==> src/rtl/i2cs_pkg.sv <==
// Package for the two-wire bus slave unit: register map, field positions,
// reset values, state codes and carrier structs.
// Assumes a 32-bit Avalon-MM register port and synchronous bus pin samples.
package i2cs_pkg;

  // ************************************************************
  // Register byte offsets
  // ************************************************************
  localparam logic [7:0] REG_RECEIVE_HOLDING = 8'h00;
  localparam logic [7:0] REG_TRANSMIT_HOLDING = 8'h04;
  localparam logic [7:0] REG_BAUD_RELOAD = 8'h08;
  localparam logic [7:0] REG_BUS_CONTROL = 8'h0c;
  localparam logic [7:0] REG_BUS_STATUS = 8'h10;
  localparam logic [7:0] REG_OWN_ADDRESS = 8'h14;

  // ************************************************************
  // Field positions and reset values
  // ************************************************************
  localparam int CON_MODULE_ENABLE = 15;
  localparam int CON_CLOCK_RELEASE = 12;
  localparam int CON_TEN_BIT_SELECT = 10;
  localparam int CON_RECEIVE_STRETCH = 6;
  localparam logic [15:0] CON_RESET = 16'h1000;
  localparam int ST_RECEIVE_FULL = 0;
  localparam int ST_TRANSMIT_FULL = 1;
  localparam int ST_READ_WRITE = 2;
  localparam int ST_DATA_ADDRESS = 5;
  localparam int ST_RO_BITS = 6;
  localparam int ST_OVERFLOW = 0;
  localparam int ST_TEN_BIT_MATCH = 2;
  localparam logic [9:0] ST_UPPER_RESET = 10'h000;
  localparam logic [8:0] BAUD_RESET = 9'h000;
  localparam logic [9:0] OWN_ADDRESS_RESET = 10'h000;
  localparam logic [7:0] HOLDING_RESET = 8'h00;

  // ************************************************************
  // Address codes and byte framing
  // ************************************************************
  localparam logic [4:0] TEN_BIT_PREFIX = 5'h1e;
  localparam logic [6:0] CODE_VALID_LO = 7'h04;
  localparam logic [6:0] CODE_VALID_HI = 7'h77;
  localparam logic [3:0] BYTE_BITS = 4'h8;

  typedef enum logic [6:0] {
    I2CS_IDLE = 7'h01,
    I2CS_ADDR = 7'h02,
    I2CS_ADDR_LOW = 7'h04,
    I2CS_RX = 7'h08,
    I2CS_TX = 7'h10,
    I2CS_ACK_OUT = 7'h20,
    I2CS_ACK_IN = 7'h40
  } i2cs_state_e;

  typedef struct packed {
    logic read;
    logic write;
    logic [7:0] address;
    logic [31:0] writedata;
  } i2cs_avs_req_s;

  typedef struct packed {
    logic scl_o;
    logic scl_oe_n;
    logic sda_o;
    logic sda_oe_n;
  } i2cs_line_s;

endpackage

==> src/rtl/i2cs_slave.sv <==
// Two-wire bus slave: address match, receive double buffer, single transmit
// holding register, clock stretching, Avalon-MM register slave.
// Assumes bus pin samples are synchronous to i_sys_clk (25 MHz).
//
// Overview of operation
// - Control read/write; status low six read-only
// - Full byte moves to holding, pulses event
// - Transmit uses the single holding register only
// - Own address register holds ten bits
// - Control bit ten selects addressing mode
// - Seven-bit: address bits match shift bits
// - Ten-bit: prefix byte first, then low byte
// - Enabled slave idles until Start, shifts address
// - Incoming bits sampled on clock rising edge
// - Match acknowledged, event at ninth falling edge
// - Address byte leaves holding and full flag
// - Read direction: ack, hold clock until loaded
// - Release bit frees clock, eight bits out
// - Transmit data changes on falling clock edges
// - Event after each sent byte, any ack
// - Write direction: load holding, ack when empty
// - Full holding: no ack, discard, still event
// - Overflow set, holding empty: load, no ack
// - Repeated Start in ten-bit: prefix suffices
// - Nine-bit baud reload register provided
// - Reserved and ten-bit codes never match seven-bit
// - Transmit stretches only with holding empty, regardless of enable
// - Write prefix clears, low match sets flag
//
// The Avalon-MM register port and the register addresses were chosen for this implementation.
`timescale 1ns/1ps

module i2cs_slave
#(
  parameter int BAUD_W = 9
)
(
  input wire logic i_sys_clk,
  input wire logic i_reset,
  input wire i2cs_pkg::i2cs_avs_req_s i_avs,
  output logic [31:0] o_avs_readdata,
  output logic o_avs_waitrequest,
  input wire logic i_scl,
  input wire logic i_sda,
  output i2cs_pkg::i2cs_line_s o_line,
  output logic o_slave_event,
  output logic [BAUD_W-1:0] o_baud_reload
);
  import i2cs_pkg::*;

  // ************************************************************
  // Elaboration check
  // ************************************************************
  if (BAUD_W != 9)
  begin : g_bad_width
    $error("i2cs_slave: baud reload width must be 9");
  end

  // ************************************************************
  // Storage
  // ************************************************************
  logic bus_ack;
  logic [15:0] bus_control;
  logic [9:0] status_upper;
  logic receive_full_flag;
  logic transmit_full;
  logic last_read_write;
  logic last_was_data;
  logic [7:0] receive_holding;
  logic [7:0] transmit_holding;
  logic [8:0] baud_reload_value;
  logic [9:0] own_slave_address;
  i2cs_state_e state;
  i2cs_state_e after_ack;
  logic [3:0] bit_count;
  logic [7:0] receive_shift_register;
  logic [7:0] tx_shift;
  logic tx_loaded;
  logic master_nack;
  logic sda_pull;
  logic scl_hold;
  logic scl_q;
  logic sda_q;
  logic slave_event_flag;

  // ************************************************************
  // Decode helpers
  // ************************************************************
  function automatic logic hit(input i2cs_avs_req_s req, input logic [7:0] off);
    hit = req.address == off;
  endfunction

  function automatic logic seven_bit_hit(input logic [7:0] rsr, input logic [9:0] own);
    logic ok;
    ok = (rsr[7:1] >= CODE_VALID_LO) && (rsr[7:1] <= CODE_VALID_HI);
    seven_bit_hit = ok && (rsr[7:1] == own[6:0]);
  endfunction

  function automatic logic prefix_hit(input logic [7:0] rsr, input logic [9:0] own);
    prefix_hit = (rsr[7:3] == TEN_BIT_PREFIX) && (rsr[2:1] == own[9:8]);
  endfunction

  // ************************************************************
  // Bus edges and events
  // ************************************************************
  logic module_enable_bit;
  logic ten_bit_address_select;
  logic receive_stretch_enable;
  logic clock_release_bit;
  logic receive_overflow_flag;
  logic ten_bit_match_flag;
  logic scl_rise;
  logic scl_fall;
  logic start_seen;
  logic stop_seen;
  logic byte_done;
  logic ninth_fall;
  logic rx_load;
  logic rx_refuse;
  logic tx_load;
  logic stretch_now;
  logic bus_wr;
  logic holding_read;

  assign module_enable_bit = bus_control[CON_MODULE_ENABLE];
  assign ten_bit_address_select = bus_control[CON_TEN_BIT_SELECT];
  assign receive_stretch_enable = bus_control[CON_RECEIVE_STRETCH];
  assign clock_release_bit = bus_control[CON_CLOCK_RELEASE];
  assign receive_overflow_flag = status_upper[ST_OVERFLOW];
  assign ten_bit_match_flag = status_upper[ST_TEN_BIT_MATCH];
  assign scl_rise = ~scl_q & i_scl;
  assign scl_fall = scl_q & ~i_scl;
  assign start_seen = scl_q & i_scl & sda_q & ~i_sda;
  assign stop_seen = scl_q & i_scl & ~sda_q & i_sda;
  assign byte_done = scl_fall && (bit_count == BYTE_BITS)
    && (state inside {I2CS_ADDR, I2CS_ADDR_LOW, I2CS_RX});
  assign ninth_fall = scl_fall && (state inside {I2CS_ACK_OUT, I2CS_ACK_IN});
  assign rx_load = byte_done && (state == I2CS_RX) && !receive_full_flag;
  assign rx_refuse = byte_done && (state == I2CS_RX) && receive_full_flag;
  assign tx_load = (state == I2CS_TX) && !tx_loaded && transmit_full;
  assign stretch_now = ninth_fall && (((state == I2CS_ACK_OUT) && (after_ack == I2CS_TX)
    && !transmit_full)
    || ((after_ack == I2CS_RX) && receive_stretch_enable && receive_full_flag)
    || ((state == I2CS_ACK_IN) && !master_nack && !transmit_full));
  assign bus_wr = i_avs.write & bus_ack;
  assign holding_read = i_avs.read & bus_ack & hit(i_avs, REG_RECEIVE_HOLDING);

  // ************************************************************
  // Avalon-MM slave: one wait state, then answer
  // ************************************************************
  assign o_avs_waitrequest = (i_avs.read | i_avs.write) & ~bus_ack;

  always_ff @(posedge i_sys_clk)
  begin
    if (i_reset)
      bus_ack <= 1'b0;
    else
      bus_ack <= (i_avs.read | i_avs.write) & ~bus_ack;
  end

  always_ff @(posedge i_sys_clk)
  begin
    if (i_reset)
      o_avs_readdata <= 32'h0000_0000;
    else if (i_avs.read & ~bus_ack)
    begin
      case (i_avs.address)
        REG_RECEIVE_HOLDING: o_avs_readdata <= {24'h00_0000, receive_holding};
        REG_TRANSMIT_HOLDING: o_avs_readdata <= {24'h00_0000, transmit_holding};
        REG_BAUD_RELOAD: o_avs_readdata <= {23'h00_0000, baud_reload_value};
        REG_BUS_CONTROL: o_avs_readdata <= {16'h0000, bus_control};
        REG_BUS_STATUS: o_avs_readdata <= {16'h0000, status_upper, last_was_data,
          2'b00, last_read_write, transmit_full, receive_full_flag};
        REG_OWN_ADDRESS: o_avs_readdata <= {22'h00_0000, own_slave_address};
        default: o_avs_readdata <= 32'h0000_0000;
      endcase
    end
  end

  // ************************************************************
  // Software registers
  // ************************************************************
  always_ff @(posedge i_sys_clk)
  begin
    if (i_reset)
    begin
      bus_control <= CON_RESET;
    end
    else
    begin
      if (stretch_now)
        bus_control[CON_CLOCK_RELEASE] <= 1'b0;
      if (bus_wr && hit(i_avs, REG_BUS_CONTROL))
      begin
        bus_control <= i_avs.writedata[15:0];
        if (!receive_stretch_enable && !i_avs.writedata[CON_CLOCK_RELEASE])
          bus_control[CON_CLOCK_RELEASE] <= clock_release_bit & ~stretch_now;
      end
    end
  end

  always_ff @(posedge i_sys_clk)
  begin
    if (i_reset)
    begin
      baud_reload_value <= BAUD_RESET;
      own_slave_address <= OWN_ADDRESS_RESET;
      transmit_holding <= HOLDING_RESET;
    end
    else if (bus_wr)
    begin
      if (hit(i_avs, REG_BAUD_RELOAD))
        baud_reload_value <= i_avs.writedata[8:0];
      if (hit(i_avs, REG_OWN_ADDRESS))
        own_slave_address <= i_avs.writedata[9:0];
      if (hit(i_avs, REG_TRANSMIT_HOLDING))
        transmit_holding <= i_avs.writedata[7:0];
    end
  end

  always_ff @(posedge i_sys_clk)
  begin
    if (i_reset)
      transmit_full <= 1'b0;
    else if (bus_wr && hit(i_avs, REG_TRANSMIT_HOLDING))
      transmit_full <= 1'b1;
    else if (tx_load)
      transmit_full <= 1'b0;
  end

  // ************************************************************
  // Receive holding and status flags
  // ************************************************************
  always_ff @(posedge i_sys_clk)
  begin
    if (i_reset)
    begin
      receive_holding <= HOLDING_RESET;
      receive_full_flag <= 1'b0;
    end
    else if (rx_load)
    begin
      receive_holding <= receive_shift_register;
      receive_full_flag <= 1'b1;
    end
    else if (holding_read)
      receive_full_flag <= 1'b0;
  end

  always_ff @(posedge i_sys_clk)
  begin
    if (i_reset)
      status_upper <= ST_UPPER_RESET;
    else
    begin
      if (bus_wr && hit(i_avs, REG_BUS_STATUS))
        status_upper <= i_avs.writedata[15:ST_RO_BITS];
      if (rx_refuse)
        status_upper[ST_OVERFLOW] <= 1'b1;
      if (byte_done && (state == I2CS_ADDR) && ten_bit_address_select)
        status_upper[ST_TEN_BIT_MATCH] <= prefix_hit(receive_shift_register,
          own_slave_address) && receive_shift_register[0] && ten_bit_match_flag;
      if (byte_done && (state == I2CS_ADDR_LOW))
        status_upper[ST_TEN_BIT_MATCH] <= receive_shift_register
          == own_slave_address[7:0];
      if (start_seen && !ten_bit_address_select)
        status_upper[ST_TEN_BIT_MATCH] <= 1'b0;
    end
  end

  always_ff @(posedge i_sys_clk)
  begin
    if (i_reset)
    begin
      last_read_write <= 1'b0;
      last_was_data <= 1'b0;
    end
    else if (byte_done)
    begin
      last_was_data <= state == I2CS_RX;
      if (state == I2CS_ADDR)
        last_read_write <= receive_shift_register[0];
    end
    else if (ninth_fall && (state == I2CS_ACK_IN))
      last_was_data <= 1'b1;
  end

  // ************************************************************
  // Byte decision: acknowledge and next phase
  // ************************************************************
  logic next_ack;
  i2cs_state_e next_after;

  always_comb
  begin
    next_ack = 1'b0;
    next_after = I2CS_IDLE;
    case (state)
      I2CS_ADDR:
      begin
        if (!ten_bit_address_select)
        begin
          next_ack = seven_bit_hit(receive_shift_register, own_slave_address);
          next_after = receive_shift_register[0] ? I2CS_TX : I2CS_RX;
        end
        else if (prefix_hit(receive_shift_register, own_slave_address))
        begin
          next_ack = !receive_shift_register[0] || ten_bit_match_flag;
          next_after = receive_shift_register[0] ? I2CS_TX : I2CS_ADDR_LOW;
        end
      end
      I2CS_ADDR_LOW:
      begin
        next_ack = receive_shift_register == own_slave_address[7:0];
        next_after = I2CS_RX;
      end
      I2CS_RX:
      begin
        next_ack = !receive_full_flag && !receive_overflow_flag;
        next_after = I2CS_RX;
      end
      default:
      begin
        next_ack = 1'b0;
        next_after = I2CS_IDLE;
      end
    endcase
  end

  // ************************************************************
  // Serial engine
  // ************************************************************
  always_ff @(posedge i_sys_clk)
  begin
    if (i_reset)
    begin
      scl_q <= 1'b1;
      sda_q <= 1'b1;
    end
    else
    begin
      scl_q <= i_scl;
      sda_q <= i_sda;
    end
  end

  always_ff @(posedge i_sys_clk)
  begin
    if (i_reset || !module_enable_bit)
    begin
      state <= I2CS_IDLE;
      after_ack <= I2CS_IDLE;
      bit_count <= 4'h0;
      receive_shift_register <= 8'h00;
      tx_shift <= 8'h00;
      tx_loaded <= 1'b0;
      master_nack <= 1'b0;
      sda_pull <= 1'b0;
    end
    else if (start_seen)
    begin
      state <= I2CS_ADDR;
      bit_count <= 4'h0;
      tx_loaded <= 1'b0;
      sda_pull <= 1'b0;
    end
    else if (stop_seen)
    begin
      state <= I2CS_IDLE;
      sda_pull <= 1'b0;
    end
    else
    begin
      case (state)
        I2CS_ADDR, I2CS_ADDR_LOW, I2CS_RX:
        begin
          if (scl_rise)
          begin
            receive_shift_register <= {receive_shift_register[6:0], i_sda};
            bit_count <= bit_count + 4'h1;
          end
          else if (byte_done)
          begin
            state <= (next_ack || state == I2CS_RX) ? I2CS_ACK_OUT : I2CS_IDLE;
            sda_pull <= next_ack;
            after_ack <= next_after;
          end
        end
        I2CS_ACK_OUT:
        begin
          if (ninth_fall)
          begin
            sda_pull <= 1'b0;
            bit_count <= 4'h0;
            tx_loaded <= 1'b0;
            state <= after_ack;
          end
        end
        I2CS_TX:
        begin
          if (tx_load)
          begin
            tx_shift <= transmit_holding;
            tx_loaded <= 1'b1;
            sda_pull <= ~transmit_holding[7];
          end
          else if (scl_rise)
            bit_count <= bit_count + 4'h1;
          else if (scl_fall && tx_loaded && (bit_count != 4'h0))
          begin
            if (bit_count == BYTE_BITS)
            begin
              sda_pull <= 1'b0;
              state <= I2CS_ACK_IN;
            end
            else
            begin
              tx_shift <= {tx_shift[6:0], 1'b0};
              sda_pull <= ~tx_shift[6];
            end
          end
        end
        I2CS_ACK_IN:
        begin
          if (scl_rise)
            master_nack <= i_sda;
          else if (ninth_fall)
          begin
            bit_count <= 4'h0;
            tx_loaded <= 1'b0;
            state <= master_nack ? I2CS_IDLE : I2CS_TX;
          end
        end
        default:
          state <= I2CS_IDLE;
      endcase
    end
  end

  always_ff @(posedge i_sys_clk)
  begin
    if (i_reset)
      slave_event_flag <= 1'b0;
    else
      slave_event_flag <= ninth_fall && module_enable_bit && !start_seen && !stop_seen;
  end

  always_ff @(posedge i_sys_clk)
  begin
    if (i_reset)
      scl_hold <= 1'b0;
    else
      scl_hold <= module_enable_bit && !clock_release_bit && (scl_hold || !i_scl);
  end

  assign o_line.scl_o = 1'b0;
  assign o_line.scl_oe_n = ~scl_hold;
  assign o_line.sda_o = 1'b0;
  assign o_line.sda_oe_n = ~sda_pull;
  assign o_slave_event = slave_event_flag;
  assign o_baud_reload = baud_reload_value;
endmodule

==> config.mk <==
export PLATFORM = sky130hd
export DESIGN_NAME = i2cs_slave
export DESIGN_NICKNAME = d
export VERILOG_FILES = /design/src/rtl/i2cs_pkg.sv /design/src/rtl/i2cs_slave.sv
export SDC_FILE = /design/constraint.sdc
export NUM_CORES = 1
export LEC_CHECK = 0
export BUFFER_PORTS_ARGS = -buffer_cell sky130_fd_sc_hd__buf_4
export CORE_MARGIN = 2
export CORE_UTILIZATION = 50
export DETAILED_ROUTE_END_ITERATION = 10
export GPL_ROUTABILITY_DRIVEN = 0
export HOLD_SLACK_MARGIN = 0.02
export PLACE_DENSITY = 0.79
export SLEW_MARGIN = 25
export SYNTH_ARGS = -nofsm -noshare
export SYNTH_HDL_FRONTEND = slang
export SYNTH_SLANG_ARGS = --single-unit
==> constraint.sdc <==
create_clock -name i_sys_clk -period 6.41 [get_ports i_sys_clk]
set_clock_uncertainty 0.1 [all_clocks]
set_input_delay 1.6025 -clock i_sys_clk [delete_from_list [all_inputs] [get_ports i_sys_clk]]
set_output_delay 1.6025 -clock i_sys_clk [all_outputs]
set_load 0.02 [all_outputs]
## After elaboration in Yosys (flattened, before gate mapping)

Cells that the tools add are included.

| storage, ports and cells | value |
|---|---|
| register bits after elaboration | 138 |
| output and inout port bits | 47 |

| operators by class | value |
|---|---|
| add/sub/neg operators | 1 |
| $lt $le $gt $ge | 2 |
| eq/ne operators | 41 |
| mux-type cells | 57 |
| bitwise operators | 27 |
| reduce and logical (&&, ||, !) cells | 89 |

Operator list:

| kind | number |
|---|---|
| 16-bit one-hot mux with 6 select lines | 1 |
| 7-bit two-way mux | 13 |
| 1-bit logical AND | 37 |
| 4-bit != test, second input constant | 8 |
| 7-bit one-hot mux with 4 select lines | 1 |
| 5-bit two-way mux | 5 |
| 1-bit two-way mux | 23 |
| 2-bit != test, second input constant | 10 |
| 9-bit AND reduction | 2 |
| 8-bit by 4-bit == test with 1-bit output, second input constant | 2 |
| 8-bit by 5-bit == test with 1-bit output, second input constant | 2 |
| 4-bit two-way mux | 4 |
| 4-bit one-hot mux with 4 select lines | 1 |
| 4-bit AND reduction | 4 |
| 7-bit by 4-bit == test with 1-bit output, second input constant | 2 |
| 7-bit by 5-bit == test with 1-bit output, second input constant | 2 |
| 1-bit logical NOT | 14 |
| 7-bit one-hot mux with 2 select lines | 1 |
| 2-bit nonzero test | 7 |
| 1-bit bitwise AND | 13 |
| 13-bit two-way mux | 1 |
| 1-bit NOT | 13 |
| 6-bit AND reduction | 2 |
| 3-bit nonzero test | 4 |
| other kinds (29) | 45 |

## Logic depth before layout (Yosys ltp)

Gate-level depths: netlist (run 1).

| depth | value |
|---|---|
| word-level depth | 12 |
| depth in mapped cells | 9 |

## Worst setup path after synthesis (run 1)

OpenSTA, ideal clock, no wires.

| timing | value |
|---|---|
| path type | in2reg |
| start | input port i_avs[37] in the netlist's numbering |
| end | register status_upper[2] |
| setup time | 143 ps |
| arrival | 3439 ps |
| path slack | 2729 ps |
| cell stages on the path | 8 |
| buffers on the path | 2 |
| path through | or4_1 buf_2 nor4b_4 and3_1 buf_6 mux2_4 a22oi_2 a211oi_2 |

| on the way | value |
|---|---|
| word-level cells in the longest chain between the ends | 3 |

RTL lines:

| element | RTL line | RTL |
|---|---|---|
| from (decl) | i2cs_slave.sv:40 | `input wire i2cs_pkg::i2cs_avs_req_s i_avs,` |
| 8-bit by 5-bit == test with 1-bit output | i2cs_slave.sv:90 | `hit = req.address == off;` |
| 1-bit logical AND | i2cs_slave.sv:256 | `if (bus_wr && hit(i_avs, REG_BUS_STATUS))` |
| 3-bit nonzero test (no line) | -- |  |
| to (signal assigned) | i2cs_slave.sv:257 | `status_upper <= i_avs.writedata[15:ST_RO_BITS];` |
| to (signal, indexed assignment) | i2cs_slave.sv:261 | `status_upper[ST_TEN_BIT_MATCH] <= prefix_hit(receive_shift_register,` |
| to (signal, indexed assignment) | i2cs_slave.sv:264 | `status_upper[ST_TEN_BIT_MATCH] <= receive_shift_register` |
| to (decl) | i2cs_slave.sv:64 | `logic [9:0] status_upper;` |

No other way between the ends.
A chain may end at the register's enable or synchronous reset.

## Worst setup path after layout (run 1)

Same ends and word-level chain as after synthesis.

==> results of run 1 <==
registers in the layout, indices dropped and copies added (netlist names):
| name | flops |
|---|---|
| status_upper | 10 |
| own_slave_address | 10 |
| sda_q | 1 |
| after_ack | 4 |
| scl_hold | 1 |
| state | 7 |
| bus_ack | 1 |
| last_was_data | 1 |
| master_nack | 1 |
| last_read_write | 1 |
| bus_control | 16 |
| receive_full_flag | 1 |
| receive_holding | 8 |
| sda_pull | 1 |
| transmit_holding | 8 |
| o_slave_event | 1 |
| receive_shift_register | 8 |
| bit_count | 4 |
| tx_shift | 7 |
| tx_loaded | 1 |
| o_baud_reload | 9 |
| scl_q | 1 |
| o_avs_readdata | 16 |
| transmit_full | 1 |
kinds of logic after synthesis:
family	Yosys count
adders and majority gates	2
muxes	80
xor gates and xnor gates	21
other	1
DFF	119
AOI/OAI and AO/OA	91
buffers and inverters	73
and+or+nand+nor	247
cells in the final DEF, fill, tap and decap left out, drive strengths merged, types with 2 or more instances in the layout:
cell	count
dfxtp	119
nor2	114
mux2i	70
buf	61
nand2	37
conb	18
clkbuf	18
nand3	16
a21oi	15
nand2b	12
o21ai	12
nor3	12
inv	11
xnor2	11
and3	11
a22oi	11
nand4	10
xor2	10
nor2b	9
a22o	9
a211oi	9
a311oi	7
clkinvlp	7
nand3b	6
a222oi	6
mux4	6
nor4	6
a221oi	4
clkinv	4
mux2	4
or3	3
bufinv	3
nor3b	2
or4	2
a2bb2oi	2
and4	2
or2	2
ha	2
per-layer routing:
layer	share of wire, %	up-vias	GRT usage (%)
met1	40	2372	30.4
met3	7.5	49	5.36
met5	0	-	0
li1	-	2290	-
met4	3.7	0	13.3
met2	49	219	39.1
synthesized netlist by cell type, types with 2 or more instances:
cell type	number
a211oi_1	8
a21oi_1	15
a221oi_1	4
a222oi_1	6
a22o_1	9
a22oi_1	10
a2bb2oi_1	2
a311oi_1	7
and3_1	11
and4_1	2
buf_1	2
buf_2	10
buf_4	19
clkbuf_1	30
dfxtp_1	119
ha_1	2
inv_1	11
mux2_2	3
mux2i_1	70
mux4_2	6
nand2_1	37
nand2b_1	12
nand3_1	15
nand3b_1	6
nand4_1	10
nor2_1	114
nor2b_1	9
nor3_1	11
nor3b_1	2
nor4_1	4
o21ai_0	12
or2_2	2
or3_1	3
or4_1	2
xnor2_1	11
xor2_1	10
final timing paths:
kind / from / end / slack (ns) / cells after the start
min reg2reg: o_avs_readdata[9]$_SDFFE_PP0P_ / o_avs_readdata[9]$_SDFFE_PP0P_ / 0.36 / 2
max: i_avs[37] / status_upper[2]$_SDFFE_PP0P_ / 2.04 / 7
max reg2reg: state[1]$_SDFFE_PP0P_ / tx_shift[2]$_SDFFE_PP0P_ / 3.59 / 6
min: o_avs_readdata[9]$_SDFFE_PP0P_ / o_avs_readdata[9]$_SDFFE_PP0P_ / 0.36 / 2
critical path, stage by stage:
cell      delay [ns]
buf_4           0.10
or4_1           0.67
nor4b_4         0.80
and3_1          0.77
mux2_4          0.36
a22oi_2         0.17
a211oi_2        0.06
through the flow:
stage	hold slack (ns)	power (W)	instance area [sq um]	util, %	setup WS, ns
final	0.355	0.00180	6770	59.8	2.04
after CTS	0.358	0.00181	6750	59.6	2.10
after detailed placement	0.350	0.000836	6130	54.2	1.66
after floorplan	0.310	0.000811	5810	-	2.73
after global placement	0.346	0.000834	6130	54.2	1.70
after global routing	0.370	0.00185	6770	59.8	1.92
area by class of cell:
type                    count  area, sq um  area share, %
multi-input cells         459         3090           45.7
flip-flops and latches    119         2380           35.2
repair buffers             61          458           6.77
clock buffers              18          439           6.49
well taps                 143          179           2.64
clock inverters            14          178           2.62
inverters                  11         41.3          0.610
power breakdown:
group | switching, W | internal, W
sequential | 0.00000420 | 0.000744
combinational | 0.0000480 | 0.0000248
clock | 0.000352 | 0.000622
==> flow_metrics.py, run 1 <==
metrics = {
    "synth": {
        "ys_types": 64,
        "syn_area_per_cell_sq_um": 9.07,
        "synth.yosys.seq_area_share_pct": 41.4,
        "async_flop_share_pct": 0,
        "synth_cells": 634,
        "synth_warnings": 0,
        "synth-adder-area-share_pct": 0.435,
        "synth_compound_area_share_pct": 12.2,
        "synth-xor-area-share_pct": 3.20,
        "synthMuxAreaShare_pct": 15.4,
        "synth_flop_cell": "dfxtp_1",
        "synth_area_leaders": "dfxtp_1, mux2i_1, nor2_1",
        "netlist.area_leader.share_pct": 41.4,
        "ys_ff_latch": 119,
        "synth_area_sq_um": 5750,
        "synth_simple_gate_area_share_pct": 21.0,
        "synth_top_area_cell": "dfxtp_1",
        "synth_top_family_by_area": "simple AND/OR/NAND/NOR gates",
        "synth_edf_count": 0,
    },
    "placement": {
        "portBuffers": 58,
        "dpl.hpwl_um": 10100,
        "place_inst": 793,
    },
    "critical_path": {
        "worstSetupPathType": "input pin to register",
        "crit_fanout": 15,
        "startpoint_type": "input pin",
        "required_ns": 6.57,
        "critPathCaptureType": "register",
        "critPathArrivalTime_ns": 4.53,
    },
    "job": {
        "max-cap-violations": 0,
    },
    "route": {
        "wirelength_um": 14800,
        "postRouteAntennaNets": 0,
        "drc": 0,
        "drt_first_pass_iters": 5,
        "vias": 4930,
        "drtIter0Drc": 475,
        "vias_per_cell": 5.98,
        "wire_per_inst_um": 17.9,
    },
    "clock_network": {
        "clk_path_buf_depth": 2,
        "cts_resized": 0,
        "clkSinkCount": 119,
        "h-tree-depth": 4,
        "clock_latency_ns": 0.42,
        "cts_tree": "done",
        "clockRootBuffer": "clkbuf_16",
        "cts.clk_slew.worst_paths_ns": 0.06,
        "postCtsSetupBuffers": 0,
        "cts_buffers": 17,
        "cts_hold_buf": 0,
    },
    "floorplanning": {
        "die_area_sq_um": 12400,
        "die_y_um": 111,
        "start_util_pct": 50.8,
        "die_w_um": 111,
        "coreArea_sq_um": 11300,
        "placementRows": 39,
        "io_pins": 93,
    },
    "power_and_ir_drop": {
        "p_leak_nw": 2.74,
        "pwr_density_cell_nw_per_um2": 265,
        "vdd_drop_max_mv": 0.178,
    },
    "sta": {
        "max_freq_ghz": 0.229,
        "post-route-period-util_pct": 68.2,
        "tns_ns": 0,
        "maxSlewHeadroom_pct": 30.9,
        "drv_slew": 0,
        "final.min_clock_period_ns": 4.37,
        "setup_violations": 0,
        "finalHoldViolCount": 0,
        "rsz0062_at_grt": "no",
        "worstMarginPinSlew_ns": 1.04,
    },
    "global_route": {
        "grt_max_degree": 87,
        "antenna_found_initial": 0,
        "grt-ovfl-total": 0,
        "grt_pass1_vias": 4674,
        "grt_usage_pct": 24.3,
        "grt_pass1_wl_um": 23900,
    },
    "outcome": {
        "run_status": "finished clean",
    },
    "cells_and_area": {
        "nNetsFinal": 717,
        "syn_to_final_growth_pct": 17.7,
        "fillers": 949,
        "num_antenna_cells": 0,
        "drive_gt1_share_pct": 17.2,
        "stdcell_count": 825,
    },
    "worst_hold_path": {
        "min_path_type": "register to register",
    },
}
Note: power is estimated with default switching activity, not from simulation.
==> run 2: changes to the inputs <==
--- a/config.mk
+++ b/config.mk
@@ -11,7 +11,7 @@
 export DETAILED_ROUTE_END_ITERATION = 10
 export GPL_ROUTABILITY_DRIVEN = 0
 export HOLD_SLACK_MARGIN = 0.02
-export PLACE_DENSITY = 0.79
+export PLACE_DENSITY = 0.82
 export SLEW_MARGIN = 25
 export SYNTH_ARGS = -nofsm -noshare
 export SYNTH_HDL_FRONTEND = slang
==> constraint.sdc (replaced) <==
create_clock -name i_sys_clk -period 3.6 [get_ports i_sys_clk]
set_clock_uncertainty 0.1 [all_clocks]
set_input_delay 0.9 -clock i_sys_clk [delete_from_list [all_inputs] [get_ports i_sys_clk]]
set_output_delay 0.9 -clock i_sys_clk [all_outputs]
set_load 0.02 [all_outputs]
==> run 2 against run 1 <==
Net effect: clock power increased by 82%; sequential share of layout area shrank 0.38 points; sequential power is 78% higher; critical path type is now register to register; largest cell class unchanged; highest routed layer unchanged.
==> flow_metrics.py, run 2 (synthesis results as in run 1) <==
metrics = {
    "outcome": {
        "run_status": "finished clean",
    },
    "critical_path": {
        "crit_fanout": 13,
        "r2r_start": "state[1]$_SDFFE_PP0P_",
        "startpoint": "state[1]$_SDFFE_PP0P_",
        "critPathArrivalTime_ns": 3.06,
        "startpoint_type": "register",
        "critPathCaptureType": "register",
        "worstSetupPathType": "register to register",
        "required_ns": 3.81,
    },
    "global_route": {
        "top_usage_layer": "met2",
        "use_met1_pct": 30.6,
        "grt-ovfl-total": 0,
        "antenna_found_initial": 0,
        "met2_usage_pct": 40.8,
        "grt_max_degree": 86,
        "grt_pass1_wl_um": 24500,
        "grt_pass1_vias": 4831,
        "grtUsageMet3_pct": 4.70,
        "grt_usage_pct": 24.6,
    },
    "cells_and_area": {
        "layout_common_cells": "dfxtp_1, nor2_1, buf_4",
        "biggestRegsByFlops": "bus_control x16, o_avs_readdata x16",
        "multiInputGateArea_sq_um": 3080,
        "fillers": 950,
        "final_common_cell": "dfxtp_1",
        "drive_gt1_share_pct": 18.4,
        "num_antenna_cells": 0,
        "syn_to_final_growth_pct": 19.0,
        "register_area_sq_um": 2380,
        "nNetsFinal": 729,
    },
    "sta": {
        "maxSlewHeadroom_pct": 36.9,
        "finalHoldViolCount": 0,
        "post-route-period-util_pct": 79.2,
        "worstMarginPinSlew_ns": 0.945,
        "max_freq_ghz": 0.351,
        "rsz0062_at_grt": "no",
        "setup_violations": 0,
        "final.min_clock_period_ns": 2.85,
        "tns_ns": 0,
        "drv_slew": 0,
    },
    "floorplanning": {
        "coreArea_sq_um": 11300,
        "placementRows": 39,
        "die_area_sq_um": 12400,
        "die_w_um": 111,
        "start_util_pct": 50.8,
        "io_pins": 93,
        "die_y_um": 111,
    },
    "route": {
        "vias": 5035,
        "wire_per_inst_um": 18.6,
        "drtIter0Drc": 372,
        "wirelength_um": 15600,
        "postRouteAntennaNets": 0,
        "drc": 0,
        "drt_first_pass_iters": 5,
        "vias_per_cell": 6.02,
    },
    "power_and_ir_drop": {
        "vdd_drop_max_mv": 0.307,
        "p_leak_nw": 2.81,
        "power_w": 0.00323,
        "pwr_density_cell_nw_per_um2": 472,
    },
    "clock_network": {
        "clockRootBuffer": "clkbuf_16",
        "cts_resized": 0,
        "postCtsSetupBuffers": 0,
        "h-tree-depth": 4,
        "cts.clk_slew.worst_paths_ns": 0.06,
        "cts_tree": "done",
        "cts_buffers": 17,
        "cts_hold_buf": 0,
        "clk_path_buf_depth": 2,
        "clock_latency_ns": 0.42,
        "clkSinkCount": 119,
    },
    "job": {
        "max-cap-violations": 0,
    },
    "placement": {
        "portBuffers": 58,
        "dpl.hpwl_um": 10300,
    },
    "worst_hold_path": {
        "worstHoldStart": "o_avs_readdata[9]$_SDFFE_PP0P_",
        "min_path_type": "register to register",
    },
}
## run 2: cell count changes in the layout (fill, tap and decap cells not counted), sizes merged
cell,previous run,this run
buf,61,73
clkbuf,18,19
clkinvlp,7,3
inv,11,14
## run 2: stage by stage
step	hold slack, ns	area, sq um	setup WS [ns]	cells	util [%]
6_report	0.362	6840	0.750	837	60.4
4_1_cts	0.364	6840	0.811	837	60.4
5_1_grt	0.392	6840	0.542	837	60.4
2_1_floorplan	0.310	5810	0.621	651	-
3_5_place_dp	0.354	6220	0.374	805	55.0
3_3_place_gp	0.344	6220	0.458	805	55.0
## run 2: cell type report
cell class                      count  area share, %
Tap cell                          143           2.61
Inverter                           11          0.603
Sequential cell                   119           34.8
Clock buffer                       19           6.47
Timing Repair Buffer               73           8.01
Clock inverter                     13           2.49
Multi-Input combinational cell    459           45.0
## run 2: path summary, 6_finish.rpt
check | slack, ns | depth (start not counted) | end
worst min register to register | 0.36 | 2 | o_avs_readdata[9]$_SDFFE_PP0P_
worst max register to register | 0.75 | 6 | tx_shift[4]$_SDFFE_PP0P_
worst max-delay path | 0.75 | 6 | tx_shift[4]$_SDFFE_PP0P_
worst min-delay path | 0.36 | 2 | o_avs_readdata[9]$_SDFFE_PP0P_
## run 2: worst max-delay path, stage by stage (launching register included)
cell and delay, ns:
dfxtp_1 0.41, nor4_4 0.46, nand3_1 0.21, nor3_1 0.40, a21boi_1 0.78, nor2_1 0.08
a311oi_1 0.31
## run 2: routing by layer
metal  up-vias  share of wire [%]
met2       250                 49
met1      2422                 40
li1       2314                  -
met5         -                  0
met3        49                6.7
met4         0                3.7
## run 2: power breakdown
group	internal, W	total, W	switching, W
clock network	0.00111	0.00177	0.000651
logic	0.0000457	0.000132	0.0000864
registers	0.00132	0.00133	0.00000716
total	0.00248	0.00323	0.000744
